--- src/efcui_pkg.sv ---
// constants for the flash command front end: offsets, fields, codes, timing
// assumes a 32-bit register bus that decodes the low address byte only
package efcui_pkg;
    // -----------------------------------------------------------------
    // register offsets inside the memory controller window
    // -----------------------------------------------------------------
    localparam logic [31:0] MC_BASE = 32'hFFFFFF00;
    localparam logic [7:0] OFF_MODE = 8'h60;
    localparam logic [7:0] OFF_CMD = 8'h64;
    localparam logic [7:0] OFF_STAT = 8'h68;
    localparam logic [7:0] OFF_RSVD = 8'h6C;
    // -----------------------------------------------------------------
    // mode register fields
    // -----------------------------------------------------------------
    localparam int MB_RDY_IE = 0;
    localparam int MB_LOCKED_WRITE_ERROR_IE = 2;
    localparam int MB_BAD_COMMAND_ERROR_IE = 3;
    localparam int MB_SKIP_ERASE = 7;
    localparam int FWS_LSB = 8;
    localparam int MICROSECOND_CYCLES_LSB = 16;
    localparam logic [31:0] MODE_WMASK = 32'h00FF038D;
    localparam logic [31:0] MODE_RESET = 32'h00000000;
    // -----------------------------------------------------------------
    // command register fields and codes
    // -----------------------------------------------------------------
    localparam int KEY_LSB = 24;
    localparam logic [7:0] CMD_KEY = 8'h5A;
    localparam int PAGE_LSB = 8;
    localparam int PAGE_W = 10;
    localparam logic [3:0] CMD_NOP = 4'h0;
    localparam logic [3:0] CMD_WRITE_PAGE = 4'h1;
    localparam logic [3:0] CMD_LOCK = 4'h2;
    localparam logic [3:0] CMD_WRITE_LOCK = 4'h3;
    localparam logic [3:0] CMD_UNLOCK = 4'h4;
    localparam logic [3:0] CMD_ERASE_ALL = 4'h8;
    localparam logic [3:0] CMD_NVM_SET = 4'hB;
    localparam logic [3:0] CMD_NVM_CLR = 4'hD;
    localparam logic [3:0] CMD_SECURE = 4'hF;
    // -----------------------------------------------------------------
    // status bits, access timing, bus answers
    // -----------------------------------------------------------------
    localparam int SB_READY = 0;
    localparam int SB_LOCKED_WRITE_ERROR = 2;
    localparam int SB_BAD_COMMAND_ERROR = 3;
    localparam int SB_SEC = 4;
    localparam int SB_NVM_LSB = 8;
    localparam int SB_LOCK_LSB = 16;
    localparam logic [2:0] RD_BASE = 3'h1;
    localparam logic [2:0] WR_BASE = 3'h2;
    localparam logic [2:0] WR_MAX = 3'h4;
    localparam int UNIT_TICKS = 4;
    localparam logic [1:0] RESP_OKAY = 2'h0;
    localparam logic [1:0] RESP_SLVERR = 2'h2;
    typedef enum logic [2:0] {OP_PROG, OP_LOCK, OP_UNLOCK, OP_ERASE,
        OP_NVM_SET, OP_NVM_CLR, OP_SECURE} efcui_op_t;
    typedef enum logic [1:0] {ST_IDLE, ST_RUN, ST_RUN_THEN_LOCK} efcui_fsm_t;
endpackage

--- src/efcui_op_if.sv ---
// handshake between command decoder and operation timer
// assumes both ends run on the same clock
`timescale 1ns/1ns
`default_nettype none
interface efcui_op_if;
    logic start;
    logic [2:0] units;
    logic [7:0] tick_len;
    logic done;
    logic busy;
    modport ctl (output start, output units, output tick_len, input done, input busy);
    modport seq (input start, input units, input tick_len, output done, output busy);
endinterface
`default_nettype wire

--- src/efcui_seq.sv ---
// operation timer: counts flash operation time in microsecond ticks
// assumes start only while not busy; one clock, synchronous reset
`timescale 1ns/1ns
`default_nettype none
module efcui_seq #(
    parameter int UNIT_TICKS = efcui_pkg::UNIT_TICKS
) (
    input wire logic aclk,
    input wire logic aresetn,
    input wire logic ce,
    efcui_op_if.seq op
);
    typedef struct packed {
        logic busy;
        logic done;
        logic [15:0] ticks;
        logic [7:0] cyc;
        logic [7:0] len;
    } efcui_seq_st_t;

    efcui_seq_st_t st_r;
    efcui_seq_st_t st_nxt;

    // -----------------------------------------------------------------
    // tick counting
    // -----------------------------------------------------------------
    // one tick lasts tick_len+1 cycles, one unit lasts UNIT_TICKS ticks
    always_comb begin
        st_nxt = st_r;
        st_nxt.done = 1'b0;
        if (!st_r.busy && op.start) begin
            st_nxt.busy = 1'b1;
            st_nxt.ticks = 16'(op.units * UNIT_TICKS);
            st_nxt.cyc = 8'h00;
            st_nxt.len = op.tick_len;
        end else if (st_r.busy) begin
            if (st_r.cyc >= st_r.len) begin
                st_nxt.cyc = 8'h00;
                st_nxt.ticks = st_r.ticks - 16'h0001;
                if (st_r.ticks <= 16'h0001) begin
                    st_nxt.busy = 1'b0;
                    st_nxt.done = 1'b1;
                end
            end else begin
                st_nxt.cyc = st_r.cyc + 8'h01;
            end
        end
    end

    // state register, frozen while ce is low
    always_ff @(posedge aclk) begin
        if (!aresetn) begin
            st_r <= '0;
        end else if (ce) begin
            st_r <= st_nxt;
        end
    end

    assign op.busy = st_r.busy;
    assign op.done = st_r.done;
endmodule
`default_nettype wire

--- src/efcui_top.sv ---
// flash command front end: mode, keyed command and status registers
// assumes an AXI4-Lite master on aclk; flash array timing is emulated
//
// Decided for this implementation: the AXI4-Lite slave port.
`timescale 1ns/1ns
`default_nettype none
module efcui_top #(
    parameter int REG_N = 16,
    parameter int NVM_N = 2,
    parameter int UNIT_TICKS = efcui_pkg::UNIT_TICKS
) (
    input wire logic aclk,
    input wire logic aresetn,
    input wire logic ce,
    input wire logic [7:0] s_axi_awaddr,
    input wire logic s_axi_awvalid,
    output logic s_axi_awready,
    input wire logic [31:0] s_axi_wdata,
    input wire logic [3:0] s_axi_wstrb,
    input wire logic s_axi_wvalid,
    output logic s_axi_wready,
    output logic [1:0] s_axi_bresp,
    output logic s_axi_bvalid,
    input wire logic s_axi_bready,
    input wire logic [7:0] s_axi_araddr,
    input wire logic s_axi_arvalid,
    output logic s_axi_arready,
    output logic [31:0] s_axi_rdata,
    output logic [1:0] s_axi_rresp,
    output logic s_axi_rvalid,
    input wire logic s_axi_rready,
    output logic irq,
    output logic [2:0] read_wait_cycles,
    output logic [2:0] write_wait_cycles,
    output logic [NVM_N-1:0] nvm_bits,
    output logic security_active
);
    localparam int RIDX_W = $clog2(REG_N);
    localparam int PW = efcui_pkg::PAGE_W;

    typedef struct packed {
        logic aw_v;
        logic [7:0] aw_a;
        logic w_v;
        logic [31:0] w_d;
        logic [3:0] w_s;
        logic b_v;
        logic [1:0] b_r;
        logic r_v;
        logic [31:0] r_d;
        logic [1:0] r_r;
        logic [31:0] mode;
        logic ready;
        logic locked_write_error;
        logic bad_command_error;
        logic secure;
        logic [NVM_N-1:0] nvm;
        logic [REG_N-1:0] locks;
        efcui_pkg::efcui_fsm_t fsm;
        efcui_pkg::efcui_op_t op;
        logic [PW-1:0] page;
        logic start;
    } efcui_st_t;

    efcui_st_t st_r;
    efcui_st_t st_nxt;
    efcui_op_if op_if ();

    logic wr_fire;
    logic rd_fire;
    logic [7:0] key;
    logic [3:0] code;
    logic [PW-1:0] pg;
    logic [31:0] stat;
    logic [31:0] bmask;
    logic known;

    // -----------------------------------------------------------------
    // bus handshakes and command field split
    // -----------------------------------------------------------------
    // one write and one read in flight; answers come from registers
    assign s_axi_awready = !st_r.aw_v;
    assign s_axi_wready = !st_r.w_v;
    assign s_axi_arready = !st_r.r_v;
    assign s_axi_bvalid = st_r.b_v;
    assign s_axi_bresp = st_r.b_r;
    assign s_axi_rvalid = st_r.r_v;
    assign s_axi_rdata = st_r.r_d;
    assign s_axi_rresp = st_r.r_r;
    assign wr_fire = st_r.aw_v && st_r.w_v && !st_r.b_v;
    assign rd_fire = s_axi_arvalid && !st_r.r_v;
    assign key = st_r.w_d[efcui_pkg::KEY_LSB +: 8];
    assign code = st_r.w_d[3:0];
    assign pg = st_r.w_d[efcui_pkg::PAGE_LSB +: PW];

    // byte lanes of the write, limited to writable mode bits
    always_comb begin
        for (int i = 0; i < 4; i++) begin
            bmask[8*i +: 8] = {8{st_r.w_s[i]}};
        end
        bmask = bmask & efcui_pkg::MODE_WMASK;
    end

    // codes that name an operation or nop, the rest are reserved
    always_comb begin
        unique case (code)
            efcui_pkg::CMD_NOP, efcui_pkg::CMD_WRITE_PAGE, efcui_pkg::CMD_LOCK,
            efcui_pkg::CMD_WRITE_LOCK, efcui_pkg::CMD_UNLOCK,
            efcui_pkg::CMD_ERASE_ALL, efcui_pkg::CMD_NVM_SET,
            efcui_pkg::CMD_NVM_CLR, efcui_pkg::CMD_SECURE: known = 1'b1;
            default: known = 1'b0;
        endcase
    end

    // -----------------------------------------------------------------
    // status word
    // -----------------------------------------------------------------
    always_comb begin
        stat = 32'h00000000;
        stat[efcui_pkg::SB_READY] = st_r.ready;
        stat[efcui_pkg::SB_LOCKED_WRITE_ERROR] = st_r.locked_write_error;
        stat[efcui_pkg::SB_BAD_COMMAND_ERROR] = st_r.bad_command_error;
        stat[efcui_pkg::SB_SEC] = st_r.secure;
        stat[efcui_pkg::SB_NVM_LSB +: NVM_N] = st_r.nvm;
        stat[efcui_pkg::SB_LOCK_LSB +: REG_N] = st_r.locks;
    end

    // -----------------------------------------------------------------
    // operation timer
    // -----------------------------------------------------------------
    // program takes two units with erase, one without; erase-all two
    assign op_if.start = st_r.start;
    assign op_if.tick_len = st_r.mode[efcui_pkg::MICROSECOND_CYCLES_LSB +: 8];
    always_comb begin
        unique case (st_r.op)
            efcui_pkg::OP_PROG: op_if.units = st_r.mode[efcui_pkg::MB_SKIP_ERASE] ?
                3'h1 : 3'h2;
            efcui_pkg::OP_ERASE: op_if.units = 3'h2;
            default: op_if.units = 3'h1;
        endcase
    end

    efcui_seq #(
        .UNIT_TICKS(UNIT_TICKS)
    ) u_seq (
        .aclk(aclk),
        .aresetn(aresetn),
        .ce(ce),
        .op(op_if.seq)
    );

    // -----------------------------------------------------------------
    // next state
    // -----------------------------------------------------------------
    always_comb begin
        st_nxt = st_r;
        st_nxt.start = 1'b0;
        // address and data captured independently
        if (s_axi_awvalid && !st_r.aw_v) begin
            st_nxt.aw_v = 1'b1;
            st_nxt.aw_a = s_axi_awaddr;
        end
        if (s_axi_wvalid && !st_r.w_v) begin
            st_nxt.w_v = 1'b1;
            st_nxt.w_d = s_axi_wdata;
            st_nxt.w_s = s_axi_wstrb;
        end
        if (st_r.b_v && s_axi_bready) begin
            st_nxt.b_v = 1'b0;
        end
        if (st_r.r_v && s_axi_rready) begin
            st_nxt.r_v = 1'b0;
        end
        // read decode; status read clears the sticky errors
        if (rd_fire) begin
            st_nxt.r_v = 1'b1;
            st_nxt.r_r = efcui_pkg::RESP_OKAY;
            st_nxt.r_d = 32'h00000000;
            unique case (s_axi_araddr)
                efcui_pkg::OFF_MODE: st_nxt.r_d = st_r.mode;
                efcui_pkg::OFF_STAT: begin
                    st_nxt.r_d = stat;
                    st_nxt.locked_write_error = 1'b0;
                    st_nxt.bad_command_error = 1'b0;
                end
                efcui_pkg::OFF_CMD, efcui_pkg::OFF_RSVD: st_nxt.r_d = 32'h00000000;
                default: st_nxt.r_r = efcui_pkg::RESP_SLVERR;
            endcase
        end
        // operation end: apply effect or chain the lock step
        if (op_if.done) begin
            if (st_r.fsm == efcui_pkg::ST_RUN_THEN_LOCK) begin
                st_nxt.op = efcui_pkg::OP_LOCK;
                st_nxt.fsm = efcui_pkg::ST_RUN;
                st_nxt.start = 1'b1;
            end else begin
                st_nxt.fsm = efcui_pkg::ST_IDLE;
                st_nxt.ready = 1'b1;
                unique case (st_r.op)
                    efcui_pkg::OP_LOCK: st_nxt.locks[st_r.page[PW-1 -: RIDX_W]] = 1'b1;
                    efcui_pkg::OP_UNLOCK: st_nxt.locks[st_r.page[PW-1 -: RIDX_W]] = 1'b0;
                    efcui_pkg::OP_NVM_SET: begin
                        if (st_r.page < PW'(NVM_N)) begin
                            st_nxt.nvm[st_r.page[$clog2(NVM_N)-1:0]] = 1'b1;
                        end
                    end
                    efcui_pkg::OP_NVM_CLR: begin
                        if (st_r.page < PW'(NVM_N)) begin
                            st_nxt.nvm[st_r.page[$clog2(NVM_N)-1:0]] = 1'b0;
                        end
                    end
                    efcui_pkg::OP_SECURE: st_nxt.secure = 1'b1;
                    default: ;
                endcase
            end
        end
        // write decode; errors set after the read clear so set wins
        if (wr_fire) begin
            st_nxt.aw_v = 1'b0;
            st_nxt.w_v = 1'b0;
            st_nxt.b_v = 1'b1;
            st_nxt.b_r = efcui_pkg::RESP_OKAY;
            unique case (st_r.aw_a)
                efcui_pkg::OFF_MODE: st_nxt.mode = (st_r.mode & ~bmask) | (st_r.w_d & bmask);
                efcui_pkg::OFF_CMD: begin
                    if (key != efcui_pkg::CMD_KEY || !known) begin
                        st_nxt.bad_command_error = 1'b1;
                    end else if (st_r.fsm == efcui_pkg::ST_IDLE && code != efcui_pkg::CMD_NOP) begin
                        // busy controller drops the command nop does nothing
                        st_nxt.page = pg;
                        st_nxt.fsm = efcui_pkg::ST_RUN;
                        st_nxt.start = 1'b1;
                        st_nxt.ready = 1'b0;
                        unique case (code)
                            efcui_pkg::CMD_WRITE_PAGE, efcui_pkg::CMD_WRITE_LOCK: begin
                                st_nxt.op = efcui_pkg::OP_PROG;
                                if (code == efcui_pkg::CMD_WRITE_LOCK) begin
                                    st_nxt.fsm = efcui_pkg::ST_RUN_THEN_LOCK;
                                end
                                if (st_r.locks[pg[PW-1 -: RIDX_W]]) begin
                                    st_nxt.locked_write_error = 1'b1;
                                    st_nxt.fsm = efcui_pkg::ST_IDLE;
                                    st_nxt.start = 1'b0;
                                    st_nxt.ready = 1'b1;
                                end
                            end
                            efcui_pkg::CMD_LOCK: st_nxt.op = efcui_pkg::OP_LOCK;
                            efcui_pkg::CMD_UNLOCK: st_nxt.op = efcui_pkg::OP_UNLOCK;
                            efcui_pkg::CMD_ERASE_ALL: begin
                                st_nxt.op = efcui_pkg::OP_ERASE;
                                if (|st_r.locks) begin
                                    st_nxt.locked_write_error = 1'b1;
                                    st_nxt.fsm = efcui_pkg::ST_IDLE;
                                    st_nxt.start = 1'b0;
                                    st_nxt.ready = 1'b1;
                                end
                            end
                            efcui_pkg::CMD_NVM_SET: st_nxt.op = efcui_pkg::OP_NVM_SET;
                            efcui_pkg::CMD_NVM_CLR: st_nxt.op = efcui_pkg::OP_NVM_CLR;
                            default: st_nxt.op = efcui_pkg::OP_SECURE;
                        endcase
                    end
                end
                efcui_pkg::OFF_STAT, efcui_pkg::OFF_RSVD: ;
                default: st_nxt.b_r = efcui_pkg::RESP_SLVERR;
            endcase
        end
    end

    // -----------------------------------------------------------------
    // state register
    // -----------------------------------------------------------------
    always_ff @(posedge aclk) begin
        if (!aresetn) begin
            st_r <= '0;
            st_r.mode <= efcui_pkg::MODE_RESET;
            st_r.ready <= 1'b1;
            st_r.fsm <= efcui_pkg::ST_IDLE;
            st_r.op <= efcui_pkg::OP_PROG;
        end else if (ce) begin
            st_r <= st_nxt;
        end
    end

    // -----------------------------------------------------------------
    // outputs
    // -----------------------------------------------------------------
    // interrupt line from enabled status flags
    assign irq = (st_r.ready && st_r.mode[efcui_pkg::MB_RDY_IE]) ||
        (st_r.locked_write_error && st_r.mode[efcui_pkg::MB_LOCKED_WRITE_ERROR_IE]) ||
        (st_r.bad_command_error && st_r.mode[efcui_pkg::MB_BAD_COMMAND_ERROR_IE]);

    // flash access length from the wait field
    always_comb begin
        read_wait_cycles = {1'b0, st_r.mode[efcui_pkg::FWS_LSB +: 2]} +
            efcui_pkg::RD_BASE;
        write_wait_cycles = {1'b0, st_r.mode[efcui_pkg::FWS_LSB +: 2]} +
            efcui_pkg::WR_BASE;
        if (write_wait_cycles > efcui_pkg::WR_MAX) begin
            write_wait_cycles = efcui_pkg::WR_MAX;
        end
    end

    assign nvm_bits = st_r.nvm;
    assign security_active = st_r.secure;
endmodule
`default_nettype wire

--- config.mk ---
export PLATFORM = sky130hd
export DESIGN_NAME = efcui_top
export DESIGN_NICKNAME = d
export VERILOG_FILES = /design/src/efcui_pkg.sv /design/src/efcui_op_if.sv /design/src/efcui_seq.sv /design/src/efcui_top.sv
export SDC_FILE = /design/constraint.sdc
export NUM_CORES = 1
export LEC_CHECK = 0
export BUFFER_PORTS_ARGS = -buffer_cell sky130_fd_sc_hd__buf_2
export CAP_MARGIN = 20
export CORE_ASPECT_RATIO = 1.5
export CORE_MARGIN = 2
export CORE_UTILIZATION = 38
export DETAILED_ROUTE_END_ITERATION = 16
export SETUP_SLACK_MARGIN = 0.4
export SLEW_MARGIN = 30
export SYNTH_ARGS = -nofsm -noshare
export SYNTH_HDL_FRONTEND = slang
export SYNTH_SLANG_ARGS = --single-unit
export TNS_END_PERCENT = 30
--- constraint.sdc ---
create_clock -name aclk -period 4.36 [get_ports aclk]
set_input_delay 0.218 -clock aclk [delete_from_list [all_inputs] [get_ports aclk]]
set_output_delay 0.218 -clock aclk [all_outputs]
set_load 0.02 [all_outputs]
== Yosys cells after proc, flatten, opt, wreduce, memory -nomap -nowiden ==
Memories as Yosys holds them, arrays and structs flattened. A register that Yosys moved wholly into a read port is not among the register bits.
Cells that the tools add are included.
Storage, ports and cells
  memories kept: 1
  word-level logic and storage cells: 193
  register bits after elaboration: 188
  ROM bits: 16
  output and inout port bits: 51
  RAM bits: 0
  bits in latches: 0
  input port bits: 60
Memories
  (name not given): words 16, bits a word 1, read ports 1, clocked after memory_dff 1, wr ports 0, line efcui_top.sv:106  | unique case (code)
Cells by class
  bitwise logic cells: 12
  shift-type cells: 0
  $mul: 0
  order comparisons: 9
  mux-type cells: 62
  $add $sub $neg: 4
  eq/ne operators: 25
  reduce and logical (&&, ||, !) cells: 54
  divide/modulo/power cells: 0
Operators by type and width (count)
  8-bit by 7-bit equality test with 1-bit output, second input constant: 8
  16-bit 2-to-1 mux: 4
  32-bit one-hot mux with 2 select lines: 1
  37-bit 2-to-1 mux: 1
  35-bit 2-to-1 mux: 1
  32-bit by 24-bit bitwise AND with 32-bit output: 1
  32-bit bitwise AND: 1
  24-bit inverter with 32-bit output: 1
  32-bit bitwise OR: 1
  16-bit one-hot mux with 2 select lines: 1
  2-bit 2-to-1 mux: 14
  26-bit 2-to-1 mux: 1
  24-bit 2-to-1 mux: 1
  2-bit AND reduction: 10
  1-bit 2-to-1 mux: 18
  18-bit 2-to-1 mux: 1
  3-bit one-hot mux with 6 select lines: 1
  16-bit bitwise AND: 1
  16-bit by 1-bit <= comparator with 1-bit output, second input constant: 1
  16-bit inverter: 1
  16-bit bitwise OR: 1
  2-bit one-hot mux with 2 select lines: 4
  2-bit nonzero test: 8
  16-bit OR reduction: 1
  other kinds (46): 83

== Logic depth before layout (Yosys ltp) ==
Gate-level depths: netlist of run 1.
  depth in word-level cells: 9
  gate-level depth with buffers: 10
  mapped depth without buffers: 8

== Modules after synthesis ==
A second synthesis of run 1 with hierarchy kept.
Second synthesis, totals
  cell total of the unflattened synthesis: 873
  area total of the unflattened synthesis: 7603.5 µm²
By module, submodules not included
  efcui_top: times used 1, cells an instance 626, area each 5604.1 µm², seq. area each 2442.3 µm²
  efcui_seq: times used 1, cells an instance 247, area each 1999.4 µm², seq. area each 680.7 µm²

== Worst setup path before layout of run 1 ==
No wires, ideal clock.
  kind: register -> register
  start point: reg u_seq.st_r[17] (netlist name)
  end point: reg u_seq.st_r[30] (netlist name)
  slack: 2158 ps
  required time: 4298 ps
  buffers on the path: 0
  cell stages (with the launch flop): 9
  period minus slack after synthesis: 2202 ps
  arrival time: 2140 ps
  setup time: 62 ps
  cell sequence: dfxtp_1 > inv_1 > ha_1 > or3b_4 > or4_4 > nor4_4 > nand3b_1 > or3_1 > nand3_1
On the way
  longest elaborated chain between the ends: 4
RTL lines
  start: declaration: line efcui_seq.sv:21  | efcui_seq_st_t st_r;
  start signal: assignment: line efcui_seq.sv:55  | st_r <= st_nxt;
  16-bit by 1-bit subtractor with 16-bit output: line efcui_seq.sv:39  | st_nxt.ticks = st_r.ticks - 16'h0001;
  18-bit 2-to-1 mux: line efcui_seq.sv:37  | if (st_r.cyc >= st_r.len) begin
  26-bit 2-to-1 mux: line efcui_seq.sv:36  | end else if (st_r.busy) begin
  24-bit 2-to-1 mux: line efcui_seq.sv:31  | if (!st_r.busy && op.start) begin
Every way passes these cells. The select of a mux whose other input is x is not followed.
A chain may end at the register's enable or synchronous reset.

== Worst setup path in the final report of run 1 ==
  start point: reg st_r[145] (netlist name)
  end point: reg st_r[15] (netlist name)
On the way
  longest elaborated chain between the ends: 3
RTL lines
  start: declaration: line efcui_top.sv:65  | efcui_st_t st_r;
  start signal: assignment: line efcui_top.sv:281  | st_r <= st_nxt;
  8-bit by 7-bit equality test with 1-bit output: line efcui_top.sv:223  | unique case (st_r.aw_a)
  16-bit 2-to-1 mux: line efcui_top.sv:223
  16-bit 2-to-1 mux: line efcui_top.sv:218  | if (wr_fire) begin
Every way passes these cells.

==> results of run 1 <==
==> report_power, final <==
group	leakage, nW	internal [mW]	switching, mW
Sequential	1.26	1.45	0.0274
Clock	0.284	0.958	0.562
Combinational	1.69	0.0891	0.126
==> kinds of logic after synthesis <==
family	Yosys count	share of synthesized area (%)
buffers and inverters	117	7.91
and+or+nand+nor	383	25.8
DFF	156	41.9
AOI/OAI and AO/OA	174	17.2
xor gates and xnor gates	8	0.941
adders and majority gates	14	2.35
other	1	0.0504
muxes	27	3.83
==> layer usage <==
| metal | vias to the layer above | GRT usage (%) |
|---|---|---|
| met5 | - | 0 |
| met2 | 126 | 31.8 |
| met1 | 2834 | 20.6 |
| li1 | 3088 | - |
| met4 | 0 | 6.83 |
| met3 | 30 | 3.54 |
==> worst register-to-register path, stage by stage, from the launching register on <==
cell	delay, ps
sky130_fd_sc_hd__dfxtp_1	310
sky130_fd_sc_hd__nor4b_1	410
sky130_fd_sc_hd__nand4b_1	290
sky130_fd_sc_hd__nor4_1	550
sky130_fd_sc_hd__nand2_1	380
sky130_fd_sc_hd__or3_1	460
sky130_fd_sc_hd__a21boi_1	150
==> cells in the final DEF (no fill, tap or decap), types with 14 or more instances in the layout <==
cell type	count
sky130_fd_sc_hd__a21boi_0	60
sky130_fd_sc_hd__a21boi_1	18
sky130_fd_sc_hd__a21oi_1	15
sky130_fd_sc_hd__a222oi_1	14
sky130_fd_sc_hd__buf_2	94
sky130_fd_sc_hd__clkbuf_16	17
sky130_fd_sc_hd__dfxtp_1	156
sky130_fd_sc_hd__ha_1	14
sky130_fd_sc_hd__inv_1	28
sky130_fd_sc_hd__mux2i_1	24
sky130_fd_sc_hd__nand2_1	185
sky130_fd_sc_hd__nand3_1	24
sky130_fd_sc_hd__nor2_1	29
sky130_fd_sc_hd__nor2b_1	49
sky130_fd_sc_hd__o21ai_0	16
==> final cells by class <==
type / instances / area [µm²] / share of cell area, %
Clock buffer: 20 / 447 / 5.29
Timing Repair Buffer: 101 / 523 / 6.19
Tap cell: 256 / 320 / 3.79
Multi-Input combinational cell: 617 / 3780 / 44.8
Sequential cell: 156 / 3120 / 37.0
Clock inverter: 8 / 145 / 1.72
Inverter: 28 / 105 / 1.24
==> path summary, 6_finish.rpt <==
path                          startpoint               endpoint
setup / recovery  st_r[145]$_SDFFE_PN0P_  st_r[15]$_SDFFE_PN0P_
hold / removal           s_axi_wdata[13]     pg[5]$_SDFFE_PN0P_
setup reg to reg  st_r[145]$_SDFFE_PN0P_  st_r[15]$_SDFFE_PN0P_
hold reg to reg     st_r[2]$_SDFFE_PN0P_   st_r[2]$_SDFFE_PN0P_
==> summary by stage, run 1 <==
Cells and area
After the last flow step, the layout net total stands at 995. The final antenna diode count is 0. After filler insertion, the fill cell instance count of the layout stands at approximately 2,000. The summed area of non-filler cells in the final layout is approximately 8400 µm². The area growth from synthesis to layout is 13.4%. The post-route non-filler standard cell count is roughly 1,200. The final cell utilization of the core is about 44%. The post-route netlist has 15.7% of its cells at a drive strength greater than 1.

Logic synthesis
A synthesized cell averages about 8.5 µm². After synthesis, flip-flops and latches occupy a little over two fifths of the total area. The number of standard cells after synthesis is between 800 and 900. After synthesis, the share of flip-flops with an asynchronous set or reset is 0%. Summed over its instances, the top area cell type makes up between 40% and 50% of the synthesized netlist area. The most common cell in the synthesized netlist is sky130_fd_sc_hd__nand2_1. By count the netlist is led by sky130_fd_sc_hd__nand2_1, sky130_fd_sc_hd__dfxtp_1, sky130_fd_sc_hd__a21boi_0.

For this run, the number of Yosys warnings is 0. The flip-flop and latch count after synthesis is about 160. The number of enable flip-flop cells after synthesis is 0. Among all flip-flop cells after synthesis, the most frequent one is sky130_fd_sc_hd__dfxtp_1. In the post-synthesis netlist, the biggest area contributors are sky130_fd_sc_hd__dfxtp_1, sky130_fd_sc_hd__nand2_1, sky130_fd_sc_hd__a21boi_0.

Counting distinct cell types in the post-synthesis netlist gives 63. The synthesized design spends more area on one cell type than any other, namely sky130_fd_sc_hd__dfxtp_1. Summing every instance area after synthesis gives 7450 µm².

Routing
In the detailed route, the total length drawn on met3 is about 630 µm. Signal routing reaches up to met4. The number of design rule violations left after detail routing is 0. The first routing iteration left between 300 and 400 violations. The met2 layer wire length in the routed design is between 8 and 9 mm. The number of optimization iterations in the first detailed-route pass is 7. The number of vias per cell is a little over 5. The routed length per instance is between 10 and 15 µm.

The routed design has roughly 18 mm of wire. The routed layout has about 6,100 vias. The wire length the detailed router placed on met1 is a little under 8 mm. The antenna violation net count after detailed routing is 0.

Pwr
VDD sags by at most between 0.2 and 0.3 mV. Summed over all cells, the static leakage comes to about 3.2 nW. The overall power is roughly 3.2 mW. The total power density per cell area is about 380 nW/µm².

Timing
Adding up every negative setup slack in the final design gives 0 ps. Setup slack closes at 1730 ps. The number of pins exceeding their max-slew limit in the final report came to 0. The slew at the pin with the worst max-slew slack is 889 ps.

The worst relative slew slack is between 40% and 50%. Setup repair after global routing left no endpoint under its margin. The smallest clock period supported by the final layout is computed as between 2000 and 3000 ps.

Timing would allow up to between 300 and 400 MHz. The setup skew after layout is ~7.5 ps. The post-route fraction of the period consumed by the critical path is between 60% and 70%. The worst hold slack after final layout is ~42 ps. The final hold violation count is 0. Setup violations remaining at the end of the flow were counted as 0.

Floorplanning
approximately 110 I/O pins were placed. The placeable core region is about 19,000 µm². The initial core utilization is around 39%.

The die is 118 µm wide. The die covers slightly above 20,000 µm². The initialized floorplan defines between 60 and 70 standard-cell rows. From bottom edge to top edge, the die measures 175 µm.

Min path
The worst hold path belongs to the class in -> reg. Counting instances, the worst hold path has a depth of 3.

Clock tree
The clock latency at the later pin of the worst-skew pair is around 420 ps. The H-tree depth is 4. The total setup buffers inserted after CTS is 0. CTS saw approximately 160 sinks. The clock passes through at most 2 buffers. Counting the buffers created by CTS gives 17. The TritonCTS clock tree is built. The root cell of the clock tree is sky130_fd_sc_hd__clkbuf_16.

Gates resized during post-CTS repair numbered 0. Clock-pin slew was measured on the worst setup and hold paths at around 60 ps. The total of hold buffers inserted after clock tree synthesis is 0.

Worst setup path
The largest single stage delay on the critical path is roughly 550 ps. The category of the worst setup path capture point is a flip-flop. The startpoint-to-endpoint class of the critical path is reg -> reg.

The critical path data arrival time is 2970 ps. Of all nets on the critical path, the largest fanout is 11. Across all register-to-register paths, the minimum setup slack is ~1700 ps. The critical path goes through nor4b_1 -> nand4b_1 -> nor4_1 -> nand2_1 -> or3_1 -> a21boi_1. Among all stages on the critical path, the largest delay is contributed by sky130_fd_sc_hd__nor4_1. The number of cells on the worst reg-to-reg path is 6.

The combined buffer and inverter count along the critical path is 0. The kind of cell adding the most delay to the critical path is simple AND/OR/NAND/NOR gates. The path length in cells of the critical path is 6. The endpoint required time on the critical path is approximately 4700 ps. The kind of start point of the critical path is a flip-flop.

GRT
The global-route wire length before repair is roughly 30 mm. The overall global routing resource usage is between 10% and 20%. The number of global-route vias before repair is about 6,000. After global routing the overflow that remains totals 0. The maximum number of pins on one net before global-route repair is between 70 and 80. The initial antenna violation count was 0.

Placement
The post-placement cell area is a little under 8000 µm². The placer's final routability congestion estimate is around 0.85. In this run the tool buffered the top-level ports with between 90 and 100 buffer cells. Detailed placement finished with a half-perimeter wire length of 12.6 mm. The number of placed instances, taps included, is 1,158. Timing analysis after detailed placement gives a worst setup slack of 1730 ps.

Job
The max capacitance violation total is 0.

Outcome
The run finished with clean final reports.
Power figures use the tool's default switching activity.
==> run 2: changes to the inputs <==
--- a/config.mk
+++ b/config.mk
@@ -5,6 +5,7 @@
 export SDC_FILE = /design/constraint.sdc
 export NUM_CORES = 1
 export LEC_CHECK = 0
+export ABC_AREA = 1
 export BUFFER_PORTS_ARGS = -buffer_cell sky130_fd_sc_hd__buf_2
 export CAP_MARGIN = 20
 export CORE_ASPECT_RATIO = 1.5
==> constraint.sdc (replaced) <==
create_clock -name aclk -period 2.6 [get_ports aclk]
set_input_delay 0.13 -clock aclk [delete_from_list [all_inputs] [get_ports aclk]]
set_output_delay 0.13 -clock aclk [all_outputs]
set_load 0.02 [all_outputs]
==> run 2 against run 1 <==
Compared with the run above:
- clock skew rose by 9.2 ps
- setup slack got worse by 1200 ps
- area after synthesis rose by 1.4%
- maximum frequency rose by 29%
- combinational power rose by 73%
- critical path type unchanged
- largest power group unchanged
==> summary by stage, run 2 <==
Logic synthesis
The cell type with the highest aggregate area in the netlist is sky130_fd_sc_hd__dfxtp_1. The area fraction of the dominant cell type after synthesis is 41.4% (-0.58 points). The post-synthesis cell area came to 7550 µm² (+1.4%). The unique cell type count in the Yosys netlist is 49 (-22%). The number of enable flip-flop cells after synthesis is 0 (unchanged).

The number of standard cells after synthesis is 1,023 (+16%). The async set or reset register ratio after synthesis is 0% (unchanged). The total number of yosys warnings is 0 (unchanged). The share of synthesized area occupied by flip-flops and latches is 41.4% (-0.58 points).

The flip-flop and latch count after synthesis is 156 (unchanged). By area the synthesized netlist is led by sky130_fd_sc_hd__dfxtp_1, sky130_fd_sc_hd__nand2_1, sky130_fd_sc_hd__nor2_1. The synthesized area per cell is 7.38 µm² (-13%). In the post-synthesis netlist, the cell with the most instances is sky130_fd_sc_hd__nand2_1.

Ranked by instance count, the synthesized netlist is headed by sky130_fd_sc_hd__nand2_1, sky130_fd_sc_hd__dfxtp_1, sky130_fd_sc_hd__nor2_1. Among all flip-flop cells after synthesis, the most frequent one is sky130_fd_sc_hd__dfxtp_1.

Worst setup path
The endpoint identified for the worst register-to-register timing path is s_axi_rdata[3]$_SDFFE_PN0P_. STA classifies the critical path endpoint as a flip-flop. The signal on the critical path passes through inv_1 -> nand3_1 -> inv_2 -> nand2_1 -> clkinvlp_4 -> nand2_1 -> nand3_1 -> nand2_1 -> inv_1. The path length in cells of the critical path came to 9 (+3). The worst setup path is launched from a flip-flop. The startpoint identified for the worst register-to-register timing path is s_axi_rvalid$_SDFFE_PN0P_. The critical path launch point is s_axi_rvalid$_SDFFE_PN0P_. The endpoint required time on the critical path came to 2920 ps (-1790 ps). The critical path is of the reg -> reg type. The largest incremental delay on the critical path is 500 ps (-50 ps). The number of cells traversed by the worst register-to-register path is 9 (+3). The combined buffer and inverter count along the critical path is 4 (+4). The worst setup path endpoint is s_axi_rdata[3]$_SDFFE_PN0P_. The critical path data arrival time is 2360 ps (-610 ps).

The cell repeated most along the worst path is sky130_fd_sc_hd__nand2_1. The kind of cell adding the most delay to the critical path is simple AND/OR/NAND/NOR gates. The top fanout value on the critical path is 17 (+6). The critical-path cell with the highest stage delay is sky130_fd_sc_hd__nand2_1. The reg2reg setup slack was 560 ps (-1170 ps).

Floorplanning
The total I/O pin count came to 111 (unchanged). The floorplan die area came to 21,000 µm² (+1.4%). The initial core utilization is 38.5% (-0.39 points). The horizontal die dimension is 119 µm (+0.68%). The number of placement rows is 63 (+1.6%). The floorplan die height is 177 µm (+0.69%).

The placeable core region was 19,600 µm² (+2.4%).

Timing
The worst hold slack after final layout is 10.6 ps (-30.9 ps). The slew at the pin with the worst max-slew slack is 687 ps (-202 ps). The worst relative slew slack is 54.2% (+14 points). The number of endpoints failing setup at the final stage is 0 (unchanged). The post-route fraction of the period consumed by the critical path was 78.4% (+18 points). The number of pins exceeding their max-slew limit in the final report came to 0 (unchanged).

The total negative slack came to 0 ps (unchanged). The post-route minimum period is 2040 ps (-586 ps). The worst setup slack after layout is 561 ps (-1170 ps). The setup skew after layout is 16.7 ps (+9.19 ps). Setup repair after global routing could not meet its margin everywhere. The final hold violation count is 0 (unchanged). The achievable clock frequency is 491 MHz (+29%).

Min path
The worst hold path cell count is 3 (unchanged). In this run the worst hold path is classified as in -> reg.

Routing
The DRC violation total after the first TritonRoute iteration is 256 (-30%). The number of optimization iterations in the first detailed-route pass is 4 (-3). The via count is 6,636 (+9.2%). The number of design rule violations left after detail routing is 0 (unchanged). The number of vias per cell is 4.78 (-6.7%). The wire length after detailed routing is 18.6 mm (+5.1%). The routed length per instance was 13.4 µm (-10%). The antenna violation net count after detailed routing is 0 (unchanged).

Job
The max capacitance violation total is 0 (unchanged).

Clock tree
The TritonCTS clock tree is built. The count of clock tree sinks is 156 (unchanged). The root cell of the clock tree is sky130_fd_sc_hd__clkbuf_16. The number of buffers inserted during clock tree synthesis was 17 (unchanged). The clock-pin slew on the worst setup and hold paths came to 60 ps (about the same). The total setup buffers inserted after CTS is 0 (unchanged). The maximum number of buffers from clock root to sink is 2 (unchanged).

The H-tree depth is 4 (unchanged). The clock latency at the later pin of the worst-skew pair is 430 ps (about the same).

Pwr
The overall power was 5.37 mW (+67%). The total leakage power is 3.81 nW (+18%). The total power density per cell area is 599 nW/µm² (+57%). The maximum resistive drop on vdd is 0.351 mV (+39%).

Cells and area
The final antenna diode count is 0 (unchanged). In the layout the commonest cells are sky130_fd_sc_hd__nand2_1, sky130_fd_sc_hd__dfxtp_1, sky130_fd_sc_hd__nor2_1, sky130_fd_sc_hd__inv_1, sky130_fd_sc_hd__buf_2. The summed area of non-filler cells in the final layout is 8960 µm² (+6.0%). The number of nets in the finished design was 1,189 (+19%). The fill cell total of the finished layout is 2,001 (+2.4%).

The post-route non-filler standard cell count came to 1,388 (+17%). The share of cells above drive strength 1 is 16.6% (+0.88 points). The final cell utilization of the core is 45.6% (+1.5 points). Leaving out fill and tap cells, the most frequent cell in the layout is sky130_fd_sc_hd__nand2_1. The area growth from synthesis to layout is 18.6%.

GRT
The maximum number of pins on one net before global-route repair was 76 (+2.7%). The initial antenna violation count was 0 (unchanged). The layer flagged by global routing as most heavily used is met2. The overall global routing resource usage was 18.1% (+0.37 points).

The number of global-route vias before repair is 6,359 (+6.7%). The global routing met3 resource utilization was 3.48% (-0.060 points). The met1 layer usage reported by global route is 21.2% (+0.56 points). The global-route wire length before repair is 30.5 mm (+2.9%). The overall overflow remaining after global route is 0 (unchanged). The met2 demand-to-capacity share in global routing is 32.2% (+0.44 points).

Placement
The port buffer count is 95 (unchanged). The placer's final routability congestion estimate is 0.836 (-1.1%). The worst slack at placement is 569 ps (-1160 ps).

The post-placement cell area is 8000 µm² (+1.8%). The total instance count after detailed placement is 1,321 (+14%). The HPWL after detailed placement is 13.4 mm (+5.8%).

Outcome
The flow ran to the end, and the final reports show no timing, DRC or antenna violations.
[run 2: kinds of logic (layout without fill, tap and decap cells)]
family	after synthesis	count (layout)	share of synthesized area [%]
compound gates	215	215	16.1
xor+xnor	17	17	1.97
fa+ha+maj	14	14	2.32
buf+inv	200	295	12.4
flops	156	156	41.4
other cells	1	11	0.0497
simple gates	420	420	25.8
[run 2: per-layer routing]
metal,vias up,wire length (µm)
li1,3491,-
met2,125,9490
met1,2995,8170
met4,0,414
met5,-,0
met3,25,574
[run 2: final cells by class]
| type | instances | area [µm²] | area share, % |
|---|---|---|---|
| clock buffers | 21 | 470 | 5.25 |
| clock inverters | 11 | 131 | 1.47 |
| inverters | 121 | 463 | 5.17 |
| multi-input cells | 677 | 3530 | 39.4 |
| flip-flops and latches | 156 | 3120 | 34.9 |
| well taps | 260 | 325 | 3.63 |
| repair buffers | 142 | 916 | 10.2 |
[run 2: how the worst min path moves through the flow]
stage / from / to / slack [ps]
after global routing: s_axi_wdata[1] / code[1]$_SDFFE_PN0P_ / 20
after global placement: s_axi_wdata[24] / key[0]$_SDFFE_PN0P_ / 380
after CTS: s_axi_wdata[19] / st_r[131]$_SDFFE_PN0P_ / 2
after floorplan: aresetn / code[3]$_SDFFE_PN0P_ / 290
after detailed placement: s_axi_awaddr[1] / st_r[146]$_SDFFE_PN0P_ / 380
final: s_axi_wdata[19] / st_r[131]$_SDFFE_PN0P_ / 10
[run 2: worst min-delay path, cell delays in order]
cell                      delay, ps
sky130_fd_sc_hd__buf_2           80
sky130_fd_sc_hd__o21ai_0        100
sky130_fd_sc_hd__nor2_1          90
[run 2: where the power goes]
| part | leakage, nW | switching (mW) | internal [mW] |
|---|---|---|---|
| Combinational | 2.26 | 0.227 | 0.145 |
| Sequential | 1.26 | 0.0371 | 2.44 |
| Clock | 0.287 | 1.02 | 1.50 |
[run 2: timing repair]
| item | 4_1_cts | 5_1_grt |
|---|---|---|
| gates resized for setup | 0 | 1 |
| hold buffers | 35 | 0 |
| endpoints found under the hold margin | 35 | 0 |
| endpoints found under the setup margin | 0 | 3 |
